--- src/memory_wait_state_pkg.sv ---
// Shared constants and types for the memory bus handshake engine
package memory_wait_state_pkg;
    // ==========================================================
    // Bus geometry
    localparam int DATA_WIDTH  = 32;
    localparam int ADDR_WIDTH  = 32;
    localparam int BURST_WORDS = 4;
    localparam int WORD_INDEX_WIDTH = 2;
    // Near-write page: 256 words, so word address bits 9:2 are in-page
    localparam int PAGE_LOW_BIT = 10;
    // ==========================================================
    // Mode vector layout on the interrupt inputs
    localparam int MODE_WIDTH          = 3;
    localparam int MODE_BYTE_ORDER_BIT = 0;
    localparam int MODE_REFILL_BIT     = 2;
    localparam logic BYTE_ORDER_RESET  = 1'b0;
    localparam logic REFILL_RESET      = 1'b0;
    // ==========================================================
    // Bus engine states, one-hot
    typedef enum logic [3:0] {
        STATE_IDLE  = 4'h1,
        STATE_READ  = 4'h2,
        STATE_DRAIN = 4'h4,
        STATE_WRITE = 4'h8
    } bus_state_type;
endpackage : memory_wait_state_pkg

--- src/read_buffer_if.sv ---
// Carrier between the bus engine and its read buffer
`timescale 1ns/1ps
`default_nettype none
interface read_buffer_if;
    import memory_wait_state_pkg::*;
    logic                        fillEnable;
    logic [WORD_INDEX_WIDTH-1:0] fillIndex;
    logic [DATA_WIDTH-1:0]       fillData;
    logic [WORD_INDEX_WIDTH-1:0] drainIndex;
    logic [DATA_WIDTH-1:0]       drainData;
    modport engine (output fillEnable, output fillIndex, output fillData,
                    output drainIndex, input drainData);
    modport storage (input fillEnable, input fillIndex, input fillData,
                     input drainIndex, output drainData);
endinterface : read_buffer_if
`default_nettype wire

--- src/memory_wait_state_handshake.sv ---
// Processor-side memory bus engine with wait-state handshakes
//
// Notes on behaviour
// - Read qualifier selects one or four words
// - Write qualifier marks same 256-word page
// - Mode vector captured from interrupts at release
// - Enable sampled, buffer clocked next half cycle; here the buffer is written one clock later
// - Burst drain word per clock after acknowledge
// - Write ends on acknowledge sampled
// - Strobe drops clock after bus error
// - Bus error exception only on reads
// - All handshake inputs sampled on rising edge
`timescale 1ns/1ps
`default_nettype none
module memory_wait_state_handshake
    import memory_wait_state_pkg::*;
(
    input  wire logic                  clock,
    input  wire logic                  reset,
    // User request side
    input  wire logic                  requestValid,
    input  wire logic                  requestWrite,
    input  wire logic                  requestBurst,
    input  wire logic [ADDR_WIDTH-1:0] requestAddress,
    input  wire logic [DATA_WIDTH-1:0] requestData,
    output logic                       requestReady,
    output logic                       readDataValid,
    output logic [DATA_WIDTH-1:0]      readData,
    output logic                       readDone,
    output logic                       writeDone,
    output logic                       busErrorException,
    // Memory bus side
    output logic                       readStrobe,
    output logic                       writeStrobe,
    output logic                       burst_or_near_write,
    output logic                       data_drive_enable,
    output logic [ADDR_WIDTH-1:0]      busAddress,
    output logic [DATA_WIDTH-1:0]      busWriteData,
    input  wire logic [DATA_WIDTH-1:0] busReadData,
    input  wire logic                  read_buffer_clock_enable,
    input  wire logic                  acknowledge,
    input  wire logic                  bus_fault_input,
    // Reset-time mode vector
    input  wire logic [MODE_WIDTH-1:0] mode_vector_interrupt_inputs,
    output logic                       byte_order_select,
    output logic                       data_refill_block_select
);
    // ==========================================================
    // Declarations
    bus_state_type               state_reg;
    logic                        inReset_reg;
    logic                        burst_reg;
    logic                        enableSeen_reg;
    logic [DATA_WIDTH-1:0]       sampledData_reg;
    logic [WORD_INDEX_WIDTH:0]   filled_reg;
    logic [WORD_INDEX_WIDTH:0]   drained_reg;
    logic                        drainGo_reg;
    logic [ADDR_WIDTH-1:PAGE_LOW_BIT] lastPage_reg;
    logic                        lastPageValid_reg;
    logic [WORD_INDEX_WIDTH:0]   wordsWanted;
    logic                        startRead;
    logic                        startWrite;
    read_buffer_if               bufferPort ();

    function automatic logic samePage(input logic [ADDR_WIDTH-1:0] address,
            input logic [ADDR_WIDTH-1:PAGE_LOW_BIT] page, input logic valid);
        samePage = valid && (address[ADDR_WIDTH-1:PAGE_LOW_BIT] == page);
    endfunction : samePage

    assign startRead  = (state_reg == STATE_IDLE) && requestValid
                        && !requestWrite;
    assign startWrite = (state_reg == STATE_IDLE) && requestValid
                        && requestWrite;
    assign wordsWanted = burst_reg ? (WORD_INDEX_WIDTH + 1)'(BURST_WORDS)
                                   : (WORD_INDEX_WIDTH + 1)'(1);

    // ==========================================================
    // Mode vector capture at reset release
    // Caught in the first cycle after release, never by the reset itself
    always_ff @(posedge clock) begin
        if (reset) begin
            inReset_reg              <= 1'b1;
            byte_order_select        <= BYTE_ORDER_RESET;
            data_refill_block_select <= REFILL_RESET;
        end else if (inReset_reg) begin
            inReset_reg              <= 1'b0;
            byte_order_select        <=
                mode_vector_interrupt_inputs[MODE_BYTE_ORDER_BIT];
            data_refill_block_select <=
                mode_vector_interrupt_inputs[MODE_REFILL_BIT];
        end
    end

    // ==========================================================
    // Cycle state machine
    always_ff @(posedge clock) begin
        if (reset) begin
            state_reg <= STATE_IDLE;
        end else begin
            case (state_reg)
                STATE_IDLE: begin
                    if (startRead) begin
                        state_reg <= STATE_READ;
                    end else if (startWrite) begin
                        state_reg <= STATE_WRITE;
                    end
                end
                STATE_READ: begin
                    if (bus_fault_input) begin
                        state_reg <= STATE_IDLE;
                    end else if (read_buffer_clock_enable
                            && (filled_reg + 1'b1 == wordsWanted)) begin
                        // Last word's enable moves to drain here, its buffer write still due
                        state_reg <= STATE_DRAIN;
                    end
                end
                STATE_DRAIN: begin
                    if (drained_reg == wordsWanted) begin
                        state_reg <= STATE_IDLE;
                    end
                end
                STATE_WRITE: begin
                    if (acknowledge || bus_fault_input) begin
                        state_reg <= STATE_IDLE;
                    end
                end
                default: state_reg <= STATE_IDLE;
            endcase
        end
    end

    // ==========================================================
    // Strobes, qualifier, address and write data
    always_ff @(posedge clock) begin
        if (reset) begin
            readStrobe          <= 1'b0;
            writeStrobe         <= 1'b0;
            burst_or_near_write <= 1'b0;
            data_drive_enable   <= 1'b0;
            busAddress          <= '0;
            busWriteData        <= '0;
            burst_reg           <= 1'b0;
        end else if (startRead) begin
            readStrobe          <= 1'b1;
            burst_or_near_write <= requestBurst;
            burst_reg           <= requestBurst;
            busAddress          <= requestAddress;
        end else if (startWrite) begin
            writeStrobe         <= 1'b1;
            data_drive_enable   <= 1'b1;
            burst_or_near_write <= samePage(requestAddress, lastPage_reg,
                                            lastPageValid_reg);
            burst_reg           <= 1'b0;
            busAddress          <= requestAddress;
            busWriteData        <= requestData;
        end else if (bus_fault_input) begin
            // Any cycle type gives up its strobe one clock after a fault
            readStrobe          <= 1'b0;
            writeStrobe         <= 1'b0;
            data_drive_enable   <= 1'b0;
            burst_or_near_write <= 1'b0;
        end else if ((state_reg == STATE_WRITE) && acknowledge) begin
            writeStrobe         <= 1'b0;
            data_drive_enable   <= 1'b0;
            burst_or_near_write <= 1'b0;
        end else if ((state_reg == STATE_READ) && read_buffer_clock_enable
                     && (filled_reg + 1'b1 == wordsWanted)) begin
            readStrobe          <= 1'b0;
            burst_or_near_write <= 1'b0;
        end
    end

    // Page of the last write, for the near qualifier
    always_ff @(posedge clock) begin
        if (reset) begin
            lastPage_reg      <= '0;
            lastPageValid_reg <= 1'b0;
        end else if (startWrite) begin
            lastPage_reg      <= requestAddress[ADDR_WIDTH-1:PAGE_LOW_BIT];
            lastPageValid_reg <= 1'b1;
        end
    end

    // ==========================================================
    // Read buffer fill
    // Sample now, write the buffer one step later, like the half-cycle gap
    always_ff @(posedge clock) begin
        if (reset) begin
            enableSeen_reg  <= 1'b0;
            sampledData_reg <= '0;
            filled_reg      <= '0;
        end else begin
            enableSeen_reg  <= (state_reg == STATE_READ)
                               && read_buffer_clock_enable
                               && !bus_fault_input;
            sampledData_reg <= busReadData;
            if (startRead) begin
                filled_reg <= '0;
            end else if ((state_reg == STATE_READ)
                         && read_buffer_clock_enable) begin
                filled_reg <= filled_reg + 1'b1;
            end
        end
    end

    assign bufferPort.fillEnable = enableSeen_reg;
    assign bufferPort.fillData   = sampledData_reg;
    // Index follows the count sampled in the cycle before the write
    assign bufferPort.fillIndex  = WORD_INDEX_WIDTH'(filled_reg - 1'b1);
    assign bufferPort.drainIndex = drained_reg[WORD_INDEX_WIDTH-1:0];

    read_buffer #(
        .DEPTH (BURST_WORDS)
    ) buffer (
        .clock (clock),
        .port  (bufferPort.storage)
    );

    // ==========================================================
    // Drain start and one word per clock
    always_ff @(posedge clock) begin
        if (reset || startRead) begin
            drainGo_reg <= 1'b0;
        end else if ((state_reg == STATE_READ) && burst_reg
                     && acknowledge) begin
            drainGo_reg <= 1'b1;
        end
    end

    // Early acknowledge can outrun the memory, so an empty slot stalls
    always_ff @(posedge clock) begin
        if (reset) begin
            drained_reg   <= '0;
            readDataValid <= 1'b0;
            readData      <= '0;
        end else begin
            readDataValid <= 1'b0;
            if (startRead) begin
                drained_reg <= '0;
            end else if (((state_reg == STATE_DRAIN)
                          || ((state_reg == STATE_READ) && drainGo_reg))
                         && (drained_reg < wordsWanted)
                         && (drained_reg < filled_reg)
                         && !((drained_reg + 1'b1 == filled_reg)
                              && enableSeen_reg)) begin
                drained_reg   <= drained_reg + 1'b1;
                readDataValid <= 1'b1;
                readData      <= bufferPort.drainData;
            end
        end
    end

    // ==========================================================
    // Completion and bus error reporting
    always_ff @(posedge clock) begin
        if (reset) begin
            requestReady      <= 1'b0;
            readDone          <= 1'b0;
            writeDone         <= 1'b0;
            busErrorException <= 1'b0;
        end else begin
            requestReady      <= (state_reg == STATE_IDLE) && !requestValid;
            readDone          <= (state_reg == STATE_DRAIN)
                                 && (drained_reg == wordsWanted);
            writeDone         <= (state_reg == STATE_WRITE)
                                 && (acknowledge || bus_fault_input);
            // Faults on writes pass silently; only reads raise one
            busErrorException <= (state_reg == STATE_READ)
                                 && bus_fault_input;
        end
    end
endmodule : memory_wait_state_handshake
`default_nettype wire

--- src/read_buffer.sv ---
// Four-word read buffer, filled by the link, drained by the engine
`timescale 1ns/1ps
`default_nettype none
module read_buffer
    import memory_wait_state_pkg::*;
#(
    parameter int DEPTH = BURST_WORDS
) (
    input  wire logic     clock,
    read_buffer_if.storage port
);
    logic [DATA_WIDTH-1:0] words_reg [DEPTH];

    // ==========================================================
    // Storage
    always_ff @(posedge clock) begin
        if (port.fillEnable) begin
            words_reg[port.fillIndex] <= port.fillData;
        end
    end

    assign port.drainData = words_reg[port.drainIndex];
endmodule : read_buffer
`default_nettype wire

--- config.mk ---
export PLATFORM = sky130hd
export DESIGN_NAME = memory_wait_state_handshake
export DESIGN_NICKNAME = d
export VERILOG_FILES = /design/src/memory_wait_state_pkg.sv /design/src/read_buffer_if.sv /design/src/memory_wait_state_handshake.sv /design/src/read_buffer.sv
export SDC_FILE = /design/constraint.sdc
export NUM_CORES = 1
export LEC_CHECK = 0
export ABC_AREA = 1
export BUFFER_PORTS_ARGS = -buffer_cell sky130_fd_sc_hd__clkbuf_2
export CELL_PAD_IN_SITES_DETAIL_PLACEMENT = 0
export CELL_PAD_IN_SITES_GLOBAL_PLACEMENT = 2
export CORE_AREA = 2 2 199 201
export CTS_CLUSTER_SIZE = 24
export DETAILED_ROUTE_END_ITERATION = 16
export DIE_AREA = 0 0 201 203
export GPL_TIMING_DRIVEN = 0
export PLACE_DENSITY = 0.83
export SLEW_MARGIN = 10
export SYNTH_ARGS = -nofsm -noshare
export SYNTH_HDL_FRONTEND = slang
export SYNTH_SLANG_ARGS = --single-unit
--- constraint.sdc ---
create_clock -name clock -period 2.3 [get_ports clock]
set_clock_uncertainty 0.15 [all_clocks]
set_input_delay 0.46 -clock clock [delete_from_list [all_inputs] [get_ports clock]]
set_output_delay 0.46 -clock clock [all_outputs]
set_load 0.1 [all_outputs]
### After elaboration in Yosys (flattened, before gate mapping)

Memory sizes are Yosys's and may differ from the RTL's. A register that Yosys moved wholly into a read port is not among the register bits.
Cells that the tools add are included.

| word-level totals | value |
|---|---|
| memories | 1 |
| bits in latches | 0 |
| input port bits | 107 |
| memory bits (read-only) | 0 |
| register bits | 143 |
| output and inout bits | 107 |
| RAM bits | 128 |
| logic and storage cells | 108 |

| operators by class | value |
|---|---|
| add/subtract/negate cells | 3 |
| eq/ne operators | 14 |
| bitwise logic cells | 1 |
| multiply operators | 0 |
| $lt $le $gt $ge | 2 |
| shifts and indexed selects | 0 |
| div/mod/pow operators | 0 |
| reduce and logical (&&, ||, !) cells | 37 |
| muxes and demuxes | 28 |

Memory list:

| name | depth | width | rd ports | clocked after Yosys merged registers in | wr ports | RTL line | RTL |
|---|---|---|---|---|---|---|---|
| buffer.words_reg | 4 | 32 | 1 | 1 | 1 | read_buffer.sv:12 | `logic [DATA_WIDTH-1:0] words_reg [DEPTH];` |

Operators by type and width:

| operator | number |
|---|---|
| 32-bit 2-to-1 mux | 2 |
| 4-bit 2-to-1 mux | 6 |
| 22-bit equality test | 1 |
| 1-bit logical AND | 20 |
| 1-bit 2-to-1 mux | 18 |
| 4-bit one-hot mux with 4 select lines | 1 |
| 3-bit equality test | 3 |
| 3-bit != test, second input constant | 3 |
| 3-bit by 1-bit adder with 3-bit output, second input constant | 2 |
| 3-bit < comparator | 2 |
| 2-bit AND reduction | 3 |
| 3-bit nonzero test | 2 |
| 5-bit nonzero test | 1 |
| 4-bit by 1-bit equality test with 1-bit output, second input constant | 1 |
| 4-bit by 2-bit equality test with 1-bit output, second input constant | 1 |
| 4-bit by 3-bit equality test with 1-bit output, second input constant | 1 |
| 4-bit equality test, second input constant | 1 |
| 1-bit zero test | 4 |
| 2-bit by 1-bit != test with 1-bit output, second input constant | 2 |
| 4-bit AND reduction | 1 |
| 1-bit logical OR | 3 |
| 3-bit 2-to-1 mux | 1 |
| 3-bit AND reduction | 1 |
| 2-bit != test, second input constant | 1 |
| 4 further kinds | 4 |

### Longest topological paths before layout

Gate-level depths: netlist of the first run.

| logic depth | value |
|---|---|
| depth in word-level cells | 8 |
| gate-level depth with buffers | 14 |
| mapped depth without buffers | 11 |

### Hierarchy

Synthesis of the first run repeated with hierarchy kept, for this count alone.

| unflattened totals | value |
|---|---|
| cell total of the unflattened synthesis | 1362 |
| area total of the unflattened synthesis | 12102.9 µm² |

By module, submodules not included:

| module | times used | cells an instance | sequential area each (µm²) | area an instance (µm²) |
|---|---|---|---|---|
| memory_wait_state_handshake | 1 | 853 | 3503.4 | 6665.1 |
| read_buffer | 1 | 509 | 3843.7 | 5437.7 |

### Least setup slack after synthesis of the first run

OpenSTA, ideal clock, no wires.

| timing path | value |
|---|---|
| path type | register to register |
| start point | register drained_reg[0] |
| end point | register readData[0] (read register of buffer.words_reg) |
| stages on the path, launching flop included | 13 |
| setup time | 0.117 ns |
| path slack | 0.001 ns |
| arrival | 2.032 ns |
| buffers on the path | 4 |
| required time | 2.033 ns |
| clock period less this slack | 2.299 ns |
| cell sequence | dfxtp_1 buf_2 inv_1 buf_2 buf_2 ha_1 nor2_1 nand4_1 nand2_2 clkinv_2 buf_6 nor2_1 nor2_1 |

| on the way | value |
|---|---|
| longest elaborated chain between the ends | 6 |
| elaborated cells between the ends (all ways) | 10 |
| classes of those cells | add/sub: 1; order compare: 2; eq/ne: 1; reduce/logical: 6 |

RTL lines:

| element | RTL line | RTL |
|---|---|---|
| start: declaration | memory_wait_state_handshake.sv:56 | `logic [WORD_INDEX_WIDTH:0] drained_reg;` |
| start signal: assignment | memory_wait_state_handshake.sv:246 | `drained_reg <= drained_reg + 1'b1;` |
| 3-bit by 1-bit adder with 3-bit output | memory_wait_state_handshake.sv:244 | `&& !((drained_reg + 1'b1 == filled_reg)` |
| 3-bit equality test | memory_wait_state_handshake.sv:244 |  |
| 1-bit logical AND | memory_wait_state_handshake.sv:245 | `&& enableSeen_reg)) begin` |
| 1-bit zero test | memory_wait_state_handshake.sv:244 |  |
| 1-bit logical AND | memory_wait_state_handshake.sv:244 |  |
| 2-bit AND reduction (no line) | - |  |
| end: declaration | memory_wait_state_handshake.sv:28 | `output logic [DATA_WIDTH-1:0] readData,` |

Several ways; a longest one is shown, not always the timed one.
A chain may end at the register's enable or synchronous reset.

### Final worst setup path of the first run

Same ends and word-level chain as after synthesis.

==> flow_summary.toml, run 1 <==
[drt]
finalWirelength_um = 32300
via_per_inst = 4.44
drt_iter0_drc = 390
route.vias.total = 9086
wl_per_cell_um = 15.8
ant_nets = 0
drcViolationCount = 0
dr.pass1.iters = 5

[clock_tree]
cts_tree = "yes"
cts_buffers = 36
clock_path_buffers = 3
path_clk_slew_ns = 0.06
clock_sinks = 303
clk_latency_ns = 0.53
cts_root_buf = "clkbuf_16"
cts.htree.levels = 2

[power]
pwr-share-comb_pct = 10.7
power_frac_seq_pct = 46.6
p_per_area_mw_per_mm2 = 843
internal_power_w = 0.00922
ir_worst_vdd_v = 0.000525
swShare_pct = 26.4
switchingPower_w = 0.00330
power.leakage_nw = 6.08
clkPwrFrac_pct = 42.7

[floorplanning]
dieArea_sq_mm = 0.0408
fp-row-count = 72
fp.dieH_um = 203
ios = 214
start_util_pct = 29.8
die_w_um = 201
core_sq_mm = 0.0385

[run_status]
outcome = "finished, final reports clean"

[grt]
globalRouteOverflowTotal = 0
first_global_vias = 9258
antenna_found_initial = 1
track_usage_pct = 15.8
grt_pass1_wl_um = 50500
grt_max_degree = 33

[cells_and_area]
area_growth_pct = 29.4
num_antenna_cells = 0
largest_register_ffs = 128
drive_above_1_share_pct = 20.5
layout.nets = 1622
design_area_sq_mm = 0.0149

[yosys]
netlist_instances = 1209
synth_area_sq_mm = 0.0115
synth_warnings = 0
synth_ff_type = "dfxtp_1"
async_reset_ff_share_pct = 0
synth_common_cells = "nand2_1 (210), nor2_1 (197), dfxtp_1 (175), edfxtp_1 (128), a21oi_1 (100)"
synth_top_cell_area_share_pct = 33.5
postSynthRegisterBits = 303
synth_cell_types = 32
synth_fp_nets = 1327
avgSynthCellArea_sq_um = 9.50
yosys.area.top_type = "edfxtp_1"
synth_most_common_cell = "nand2_1"
synth-edff-count = 128
synth_area_leaders = "edfxtp_1 (33%), dfxtp_1 (31%), nand2_1 (6.9%), nor2_1 (6.4%), a21oi_1 (4.4%)"
yosysSeqAreaShare_pct = 64.0

[placed_design]
io_buffers = 211
place_hpwl_um = 22700
placed_area_sq_mm = 0.0132
place_congestion = 0.798

[timing]
worst_pin_slew_ns = 0.784
post-route-period-util_pct = 92.6
setup_viol = 0
drv_slew = 0
hold_viol = 0
period_minus_slack_ns = 2.13
max_clock_freq_ghz = 0.469
timing.hold.ws_ns = 0.00982
relSlewSlack_pct = 47.6

[worst_setup_path]
cp-start-kind = "flip-flop"
required_ns = 2.61
crit_path_cell_trace = "buf_4, ha_1, xnor2_1, inv_1, nand2_1, nand4_1, buf_4, clkbuf_4, nand3b_1, nand2_1, nor2_1"
crit_start = "drained_reg[0]"
cp_num_cells = 11
cp-end-kind = "flip-flop"
rr_worst_depth = 11
crit_fanout = 10
r2r_start = "drained_reg[0]"
criticalPathCategory = "flip-flop to flip-flop"
slowest_delay_ns = 0.35
critPathArrivalTime_ns = 2.44
crit_buf_inv = 4
crit_family = "buffers and inverters"
slowest_stage = "dfxtp_4"

[flow_run]
maxCapViolCount = 0

[min_path]
min_from = "busReadData[27]"
hold_depth = 3
holdCritPathClass = "input pin to flip-flop"
==> layer usage <==
| metal | part of all wire, % | vias up | global-route usage, % |
|---|---|---|---|
| met3 | 8.2 | 47 | 5.49 |
| li1 | - | 4623 | - |
| met1 | 42 | 4173 | 18.3 |
| met4 | 2.2 | 2 | 4.23 |
| met5 | 0.040 | - | 0 |
| met2 | 48 | 241 | 27.6 |
==> per-stage QoR <==
stage / cells / power [W] / TNS [ns] / worst slack (ns) / util (%)
final: 2047 / 0.0125 / 0 / 0.169 / 38.6
after detailed placement: 1941 / 0.00726 / -32.11 / -0.896 / 34.4
after global routing: 2047 / 0.0130 / -0.00187 / -0.00187 / 38.6
after floorplan: 1209 / 0.00689 / 0 / 0.00132 / -
after CTS: 2043 / 0.0127 / 0 / 0.0156 / 38.4
after global placement: 1938 / 0.00725 / -48.98 / -0.908 / 34.3
==> cell usage in the layout, fill, tap and decap left out, drive strengths merged <==
master,count
nand3,46
inv,89
o22ai,32
nand3b,32
o311ai,1
o21bai,1
buf,35
xor2,3
edfxtp,128
o21a,1
dfxtp,175
clkinv,18
nor3,4
a21oi,101
bufinv,2
nand2,211
a21boi,1
dlygate4sd3,32
nand4,8
ha,11
or2,1
clkbuf,304
xnor2,2
nor2,198
o21ai,93
==> cells by family (layout without fill, tap and decap cells) <==
kind of cell / Yosys count / in the layout / share of synthesized area [%]
and+or+nand+nor: 500 / 500 / 18.3
DFF: 303 / 303 / 64.0
AOI/OAI and AO/OA: 230 / 230 / 10.6
buffers and inverters: 160 / 480 / 5.60
adders and majority gates: 11 / 11 / 1.20
xor gates and xnor gates: 5 / 5 / 0.381
==> area by class of cell <==
class	instances	area [sq um]
tap	518	648
fill	3917	23600
inverter	90	343
clock buffer	44	951
clock inverter	19	161
timing repair buffer	257	1540
multi-input combinational	746	3500
sequential	303	7350
buffer	70	362
==> worst paths after layout <==
path / end / slack (ns)
hold reg to reg: drainGo_reg / 0.30
setup / recovery: readData[0] / 0.17
setup reg to reg: readData[0] / 0.17
hold / removal: bufferPort.fillData[27] / 0.01
==> power by group through the flow <==
stage | registers (W) | clock network (W) | logic [W]
after global routing | 0.00586 | 0.00572 | 0.00144
after detailed placement | 0.00595 | 0 | 0.00131
after floorplan | 0.00650 | 0 | 0.000386
final | 0.00584 | 0.00535 | 0.00134
after CTS | 0.00584 | 0.00552 | 0.00135
after global placement | 0.00595 | 0 | 0.00130
==> worst reg2reg max path, stage by stage (launching register included) <==
cell      delay [ns]
dfxtp_4         0.35
buf_4           0.14
ha_1            0.20
xnor2_1         0.20
inv_1           0.08
nand2_1         0.07
nand4_1         0.18
buf_4           0.20
clkbuf_4        0.20
nand3b_1        0.14
nand2_1         0.07
nor2_1          0.10
==> repair_timing <==
item,CTS,global route
setup endpoints to repair,38,31
buffers inserted,7,4
pin swaps,1,4
resized for setup,17,15
hold buffers,32,0
hold endpoints to repair,32,0
Note: power is estimated with default switching activity, not from simulation.
==> run 2, diff against run 1 <==
==> constraint.sdc (replaced) <==
create_clock -name clock -period 1.9 [get_ports clock]
set_clock_uncertainty 0.15 [all_clocks]
set_input_delay 0.38 -clock clock [delete_from_list [all_inputs] [get_ports clock]]
set_output_delay 0.38 -clock clock [all_outputs]
set_load 0.1 [all_outputs]
==> flow_summary.toml, run 2 (same netlist as run 1, synthesis figures left out) <==
[worst_setup_path]
cp-end-kind = "flip-flop"
criticalPathCategory = "flip-flop to flip-flop"
cp-endpoint = "readData[27]"
r2r_end = "readData[27]"
critPathArrivalTime_ns = 2.35
r2r_start = "drained_reg[0]"
cp-start-kind = "flip-flop"
crit_start = "drained_reg[0]"
reg2reg_slack_ns = -0.17
required_ns = 2.18
rr_worst_depth = 15
crit_fanout = 5

[placed_design]
place_hpwl_um = 23300
place.detailed.instances = 1939
io_buffers = 211
place_congestion = 0.811
pre_cts_slack_ns = -0.788

[flow_run]
maxCapViolCount = 0

[drt]
wl_per_cell_um = 16.0
drcViolationCount = 0
ant_nets = 0
dr.pass1.iters = 6
via_per_inst = 4.47
finalWirelength_um = 33800
route.vias.total = 9459
drt_iter0_drc = 466

[min_path]
holdCritPathClass = "input pin to flip-flop"

[cells_and_area]
final_core_util_pct = 41.7
layout.cells.most_common_list = "nand2_1 (208), dfxtp_1 (168), nor2_1 (163), clkbuf_2 (148), edfxtp_1 (128)"
num_antenna_cells = 0
largest_register_ffs = 128
drive_above_1_share_pct = 24.0
layout.nets = 1689
final_cells = 2116
layout_commonest_cell = "nand2_1"
area_growth_pct = 39.6

[floorplanning]
die_w_um = 201
dieArea_sq_mm = 0.0408
ios = 214
fp-row-count = 72
fp.dieH_um = 203
core_sq_mm = 0.0385
start_util_pct = 29.8

[clock_tree]
path_clk_slew_ns = 0.06
cts_root_buf = "clkbuf_16"
cts_buffers = 36
clock_path_buffers = 3
cts_tree = "yes"
clock_sinks = 303
cts.htree.levels = 2
clk_latency_ns = 0.53

[timing]
relSlewSlack_pct = 47.3
post-route-period-util_pct = 109
timing.hold.ws_ns = 0.0291
fin_ws_ns = -0.168
setup_viol = 35
drv_slew = 0
period_minus_slack_ns = 2.07
hold_viol = 0
worst_pin_slew_ns = 0.789
rsz0062_at_grt = "yes"
max_clock_freq_ghz = 0.484

[grt]
antenna_found_initial = 0
top_usage_layer = "met2"
track_usage_pct = 16.7
globalRouteOverflowTotal = 0
first_global_vias = 9772
grtUsageMet3_pct = 4.45
grt_max_degree = 33
grt_pass1_wl_um = 53500
met1_usage_pct = 20.2
gr-usage-met2_pct = 28.7

[run_status]
outcome = "finished, violations left"
violations = "setup timing"

[power]
pwr-share-comb_pct = 11.2
power.leakage_nw = 6.61
p_per_area_mw_per_mm2 = 989
internal_power_w = 0.0117
power_frac_seq_pct = 44.6
switchingPower_w = 0.00415
ir_worst_vdd_v = 0.000600
clkPwrFrac_pct = 44.2
p_total_w = 0.0159
swShare_pct = 26.2
run 2: cell count changes in the layout (fill, tap and decap cells not counted), moves of 13 or more:
cell           change
clkbuf_4          +28
nor2_2            +22
clkbuf_2          -63
nor2_1            -34
clkbuf_1          -13
dlygate4sd3_1     +66
buf_2             +47
run 2: how the worst min path moves through the flow:
| stage | from | end | slack (ns) | depth (start not counted) |
|---|---|---|---|---|
| after floorplan | reset | inReset_reg | 0.26 | 0 |
| after global placement | drainGo_reg | drainGo_reg | 0.29 | 2 |
| after detailed placement | drainGo_reg | drainGo_reg | 0.29 | 2 |
| after CTS | requestAddress[11] | busAddress[11] | 0.0002 | 3 |
| after global routing | requestAddress[11] | busAddress[11] | 0.06 | 3 |
| final | requestAddress[11] | busAddress[11] | 0.03 | 3 |
run 2: power by group through the flow:
| stage | Sequential [W] | Combinational (W) | Clock [W] |
|---|---|---|---|
| after floorplan | 0.00787 | 0.000467 | 0 |
| after global placement | 0.00720 | 0.00158 | 0 |
| after detailed placement | 0.00721 | 0.00159 | 0 |
| after CTS | 0.00707 | 0.00176 | 0.00720 |
| after global routing | 0.00708 | 0.00192 | 0.00748 |
| final | 0.00707 | 0.00178 | 0.00701 |
run 2: critical path, cell delays in order, from the launching register on:
cell	delay [ns]
dfxtp_4	0.35
buf_6	0.10
inv_4	0.03
buf_8	0.12
buf_12	0.12
ha_4	0.15
o21bai_4	0.11
nand2_1	0.08
nand3_2	0.08
a21oi_4	0.04
buf_12	0.15
nand2_8	0.08
clkinv_8	0.09
clkbuf_16	0.18
nor2_4	0.07
nor2_1	0.04
run 2: final cells by class:
class                      count  area (sq um)
multi-input combinational    746          3720
fill                        3860         22400
clock buffer                  51          1050
sequential                   303          7360
clock inverter                14           163
timing repair buffer         325          2290
tap                          518           648
inverter                      90           362
buffer                        69           434
run 2: layer usage:
metal | vias to the layer above | part of all wire, %
met4 | 0 | 2.2
met1 | 4384 | 43
met5 | - | 0
li1 | 4752 | -
met2 | 274 | 48
met3 | 49 | 6.9
run 2: metrics by stage:
| step | area [sq um] | setup TNS [ns] |
|---|---|---|
| global placement | 13200 | -143.29 |
| detailed placement | 13200 | -74.88 |
| CTS | 15700 | -4.91 |
| floorplan | 11500 | -2.79 |
| finish | 16000 | -4.98 |
| global route | 16000 | -7.75 |
run 2: what timing repair did:
action / in CTS / in global routing
pin swaps: 5 / 7
endpoints found under the setup margin: 216 / 205
resized for setup: 54 / 161
hold endpoints to repair: 104 / 0
setup buffers: 10 / 5
hold buffers: 98 / 0
cloned: 0 / 1
==> run 3, diff against run 2 <==
--- a/config.mk
+++ b/config.mk
@@ -15,6 +15,7 @@
 export DIE_AREA = 0 0 201 203
 export GPL_TIMING_DRIVEN = 0
 export PLACE_DENSITY = 0.83
+export REMOVE_ABC_BUFFERS = 1
 export SLEW_MARGIN = 10
 export SYNTH_ARGS = -nofsm -noshare
 export SYNTH_HDL_FRONTEND = slang
==> flow_summary.toml, run 3 (same netlist as run 1, synthesis figures left out) <==
[power]
power.leakage_nw = 6.54
p_per_area_mw_per_mm2 = 953
p_total_w = 0.0152
ir_worst_vdd_v = 0.000685

[placed_design]
place_hpwl_um = 18600
place_congestion = 0.715
io_buffers = 212
pre_cts_slack_ns = -1.99

[clock_tree]
path_clk_slew_ns = 0.06
clock_path_buffers = 3
cts_root_buf = "clkbuf_16"
clk_latency_ns = 0.53
clock_sinks = 303
cts_tree = "yes"
cts_buffers = 34
cts.htree.levels = 2

[worst_setup_path]
critPathArrivalTime_ns = 2.25
cp-end-kind = "flip-flop"
slowest_delay_ns = 0.35
crit_path_cell_trace = "buf_6, ha_4, xnor2_2, inv_1, nand2_1, nand4_1, buf_6, buf_12, buf_12, nand3b_1, nand2_2, nor2_1"
cp-start-kind = "flip-flop"
required_ns = 2.22
crit_fanout = 7
criticalPathCategory = "flip-flop to flip-flop"
slowest_stage = "dfxtp_4"

[floorplanning]
core_sq_mm = 0.0385
die_w_um = 201
dieArea_sq_mm = 0.0408
fp-row-count = 72
ios = 214
fp.dieH_um = 203
start_util_pct = 29.8

[timing]
rsz0062_at_grt = "yes"
hold_viol = 0
timing.hold.ws_ns = 0.0309
relSlewSlack_pct = 62.6
max_clock_freq_ghz = 0.519
period_minus_slack_ns = 1.93
worst_pin_slew_ns = 0.563
setup_viol = 24
post-route-period-util_pct = 101
drv_slew = 0
fin_ws_ns = -0.0282

[drt]
finalWirelength_um = 34000
ant_nets = 0
drcViolationCount = 0
wl_per_cell_um = 16.4
dr.pass1.iters = 6
drt_iter0_drc = 413
via_per_inst = 4.56
route.vias.total = 9487

[grt]
track_usage_pct = 16.4
globalRouteOverflowTotal = 0
grt_pass1_wl_um = 52200
grt_max_degree = 73
antenna_found_initial = 2
first_global_vias = 9356

[cells_and_area]
drive_above_1_share_pct = 23.7
layout.cells.most_common_list = "nand2_1 (205), nor2_1 (184), clkbuf_2 (170), dfxtp_1 (166), edfxtp_1 (128)"
largest_register_ffs = 128
layout.nets = 1655
area_growth_pct = 38.9
layout_commonest_cell = "nand2_1"
nFillCells = 3806

[run_status]
violations = "setup timing"
outcome = "finished, violations left"

[flow_run]
maxCapViolCount = 0

[min_path]
holdCritPathClass = "input pin to flip-flop"
run 3: final timing paths:
path	to	startpoint	depth (start not counted)	slack, ns
setup / recovery	readData[10]	drained_reg[0]	12	-0.03
hold / removal	busAddress[31]	requestAddress[31]	3	0.03
setup reg to reg	readData[10]	drained_reg[0]	12	-0.03
hold reg to reg	buffer.words_reg[1][6]	bufferPort.fillData[6]	0	0.31
run 3: through the flow:
step	area [sq um]	utilization, %	setup TNS, ns	instances
6_report	16000	41.5	-0.376	2081
5_1_grt	15900	41.5	-3.24	2080
4_1_cts	15800	41.2	-0.740	2078
3_5_place_dp	13100	34.2	-197.90	1883
3_3_place_gp	12900	33.5	-697.37	1869
2_1_floorplan	11200	-	-203.98	1139
run 3: timing repair:
| action | CTS | global route |
|---|---|---|
| hold buffers | 94 | 0 |
| setup buffers | 30 | 3 |
| resized for setup | 76 | 71 |
| pin swaps | 14 | 14 |
| cloned | 12 | 2 |
| setup endpoints to repair | 142 | 131 |
| hold endpoints to repair | 99 | 0 |
run 3: critical path: cells and delay by family, from the launching register on:
family,cells,cell delay (ns)
XOR/XNOR,1,0.14
flip-flops,1,0.35
adder cells (fa/ha/maj),1,0.15
buffers and inverters,5,0.63
AND/OR/NAND/NOR,5,0.43
run 3: power breakdown:
part | switching, W | internal, W | leakage (nW)
combinational | 0.00130 | 0.000488 | 3.40
clock | 0.00264 | 0.00372 | 0.535
sequential | 0.000104 | 0.00695 | 2.60
run 3: area by class of cell:
type / count / area (sq um) / area share (%)
Timing Repair Buffer: 351 / 2660 / 16.7
Inverter: 90 / 408 / 2.56
Antenna cell: 1 / 2.50 / 0.0157
Multi-Input combinational cell: 749 / 3680 / 23.1
Tap cell: 518 / 648 / 4.06
Sequential cell: 303 / 7370 / 46.2
Timing Repair inverter: 8 / 104 / 0.651
Clock inverter: 14 / 111 / 0.698
Clock buffer: 47 / 971 / 6.09
run 3: per-layer routing:
layer | part of all wire, % | vias to the layer above | global-route usage, %
li1 | - | 4692 | -
met1 | 45 | 4465 | 20.8
met2 | 47 | 285 | 28.2
met3 | 6.3 | 43 | 3.64
met4 | 1.6 | 2 | 4.37
met5 | 0.032 | - | 0
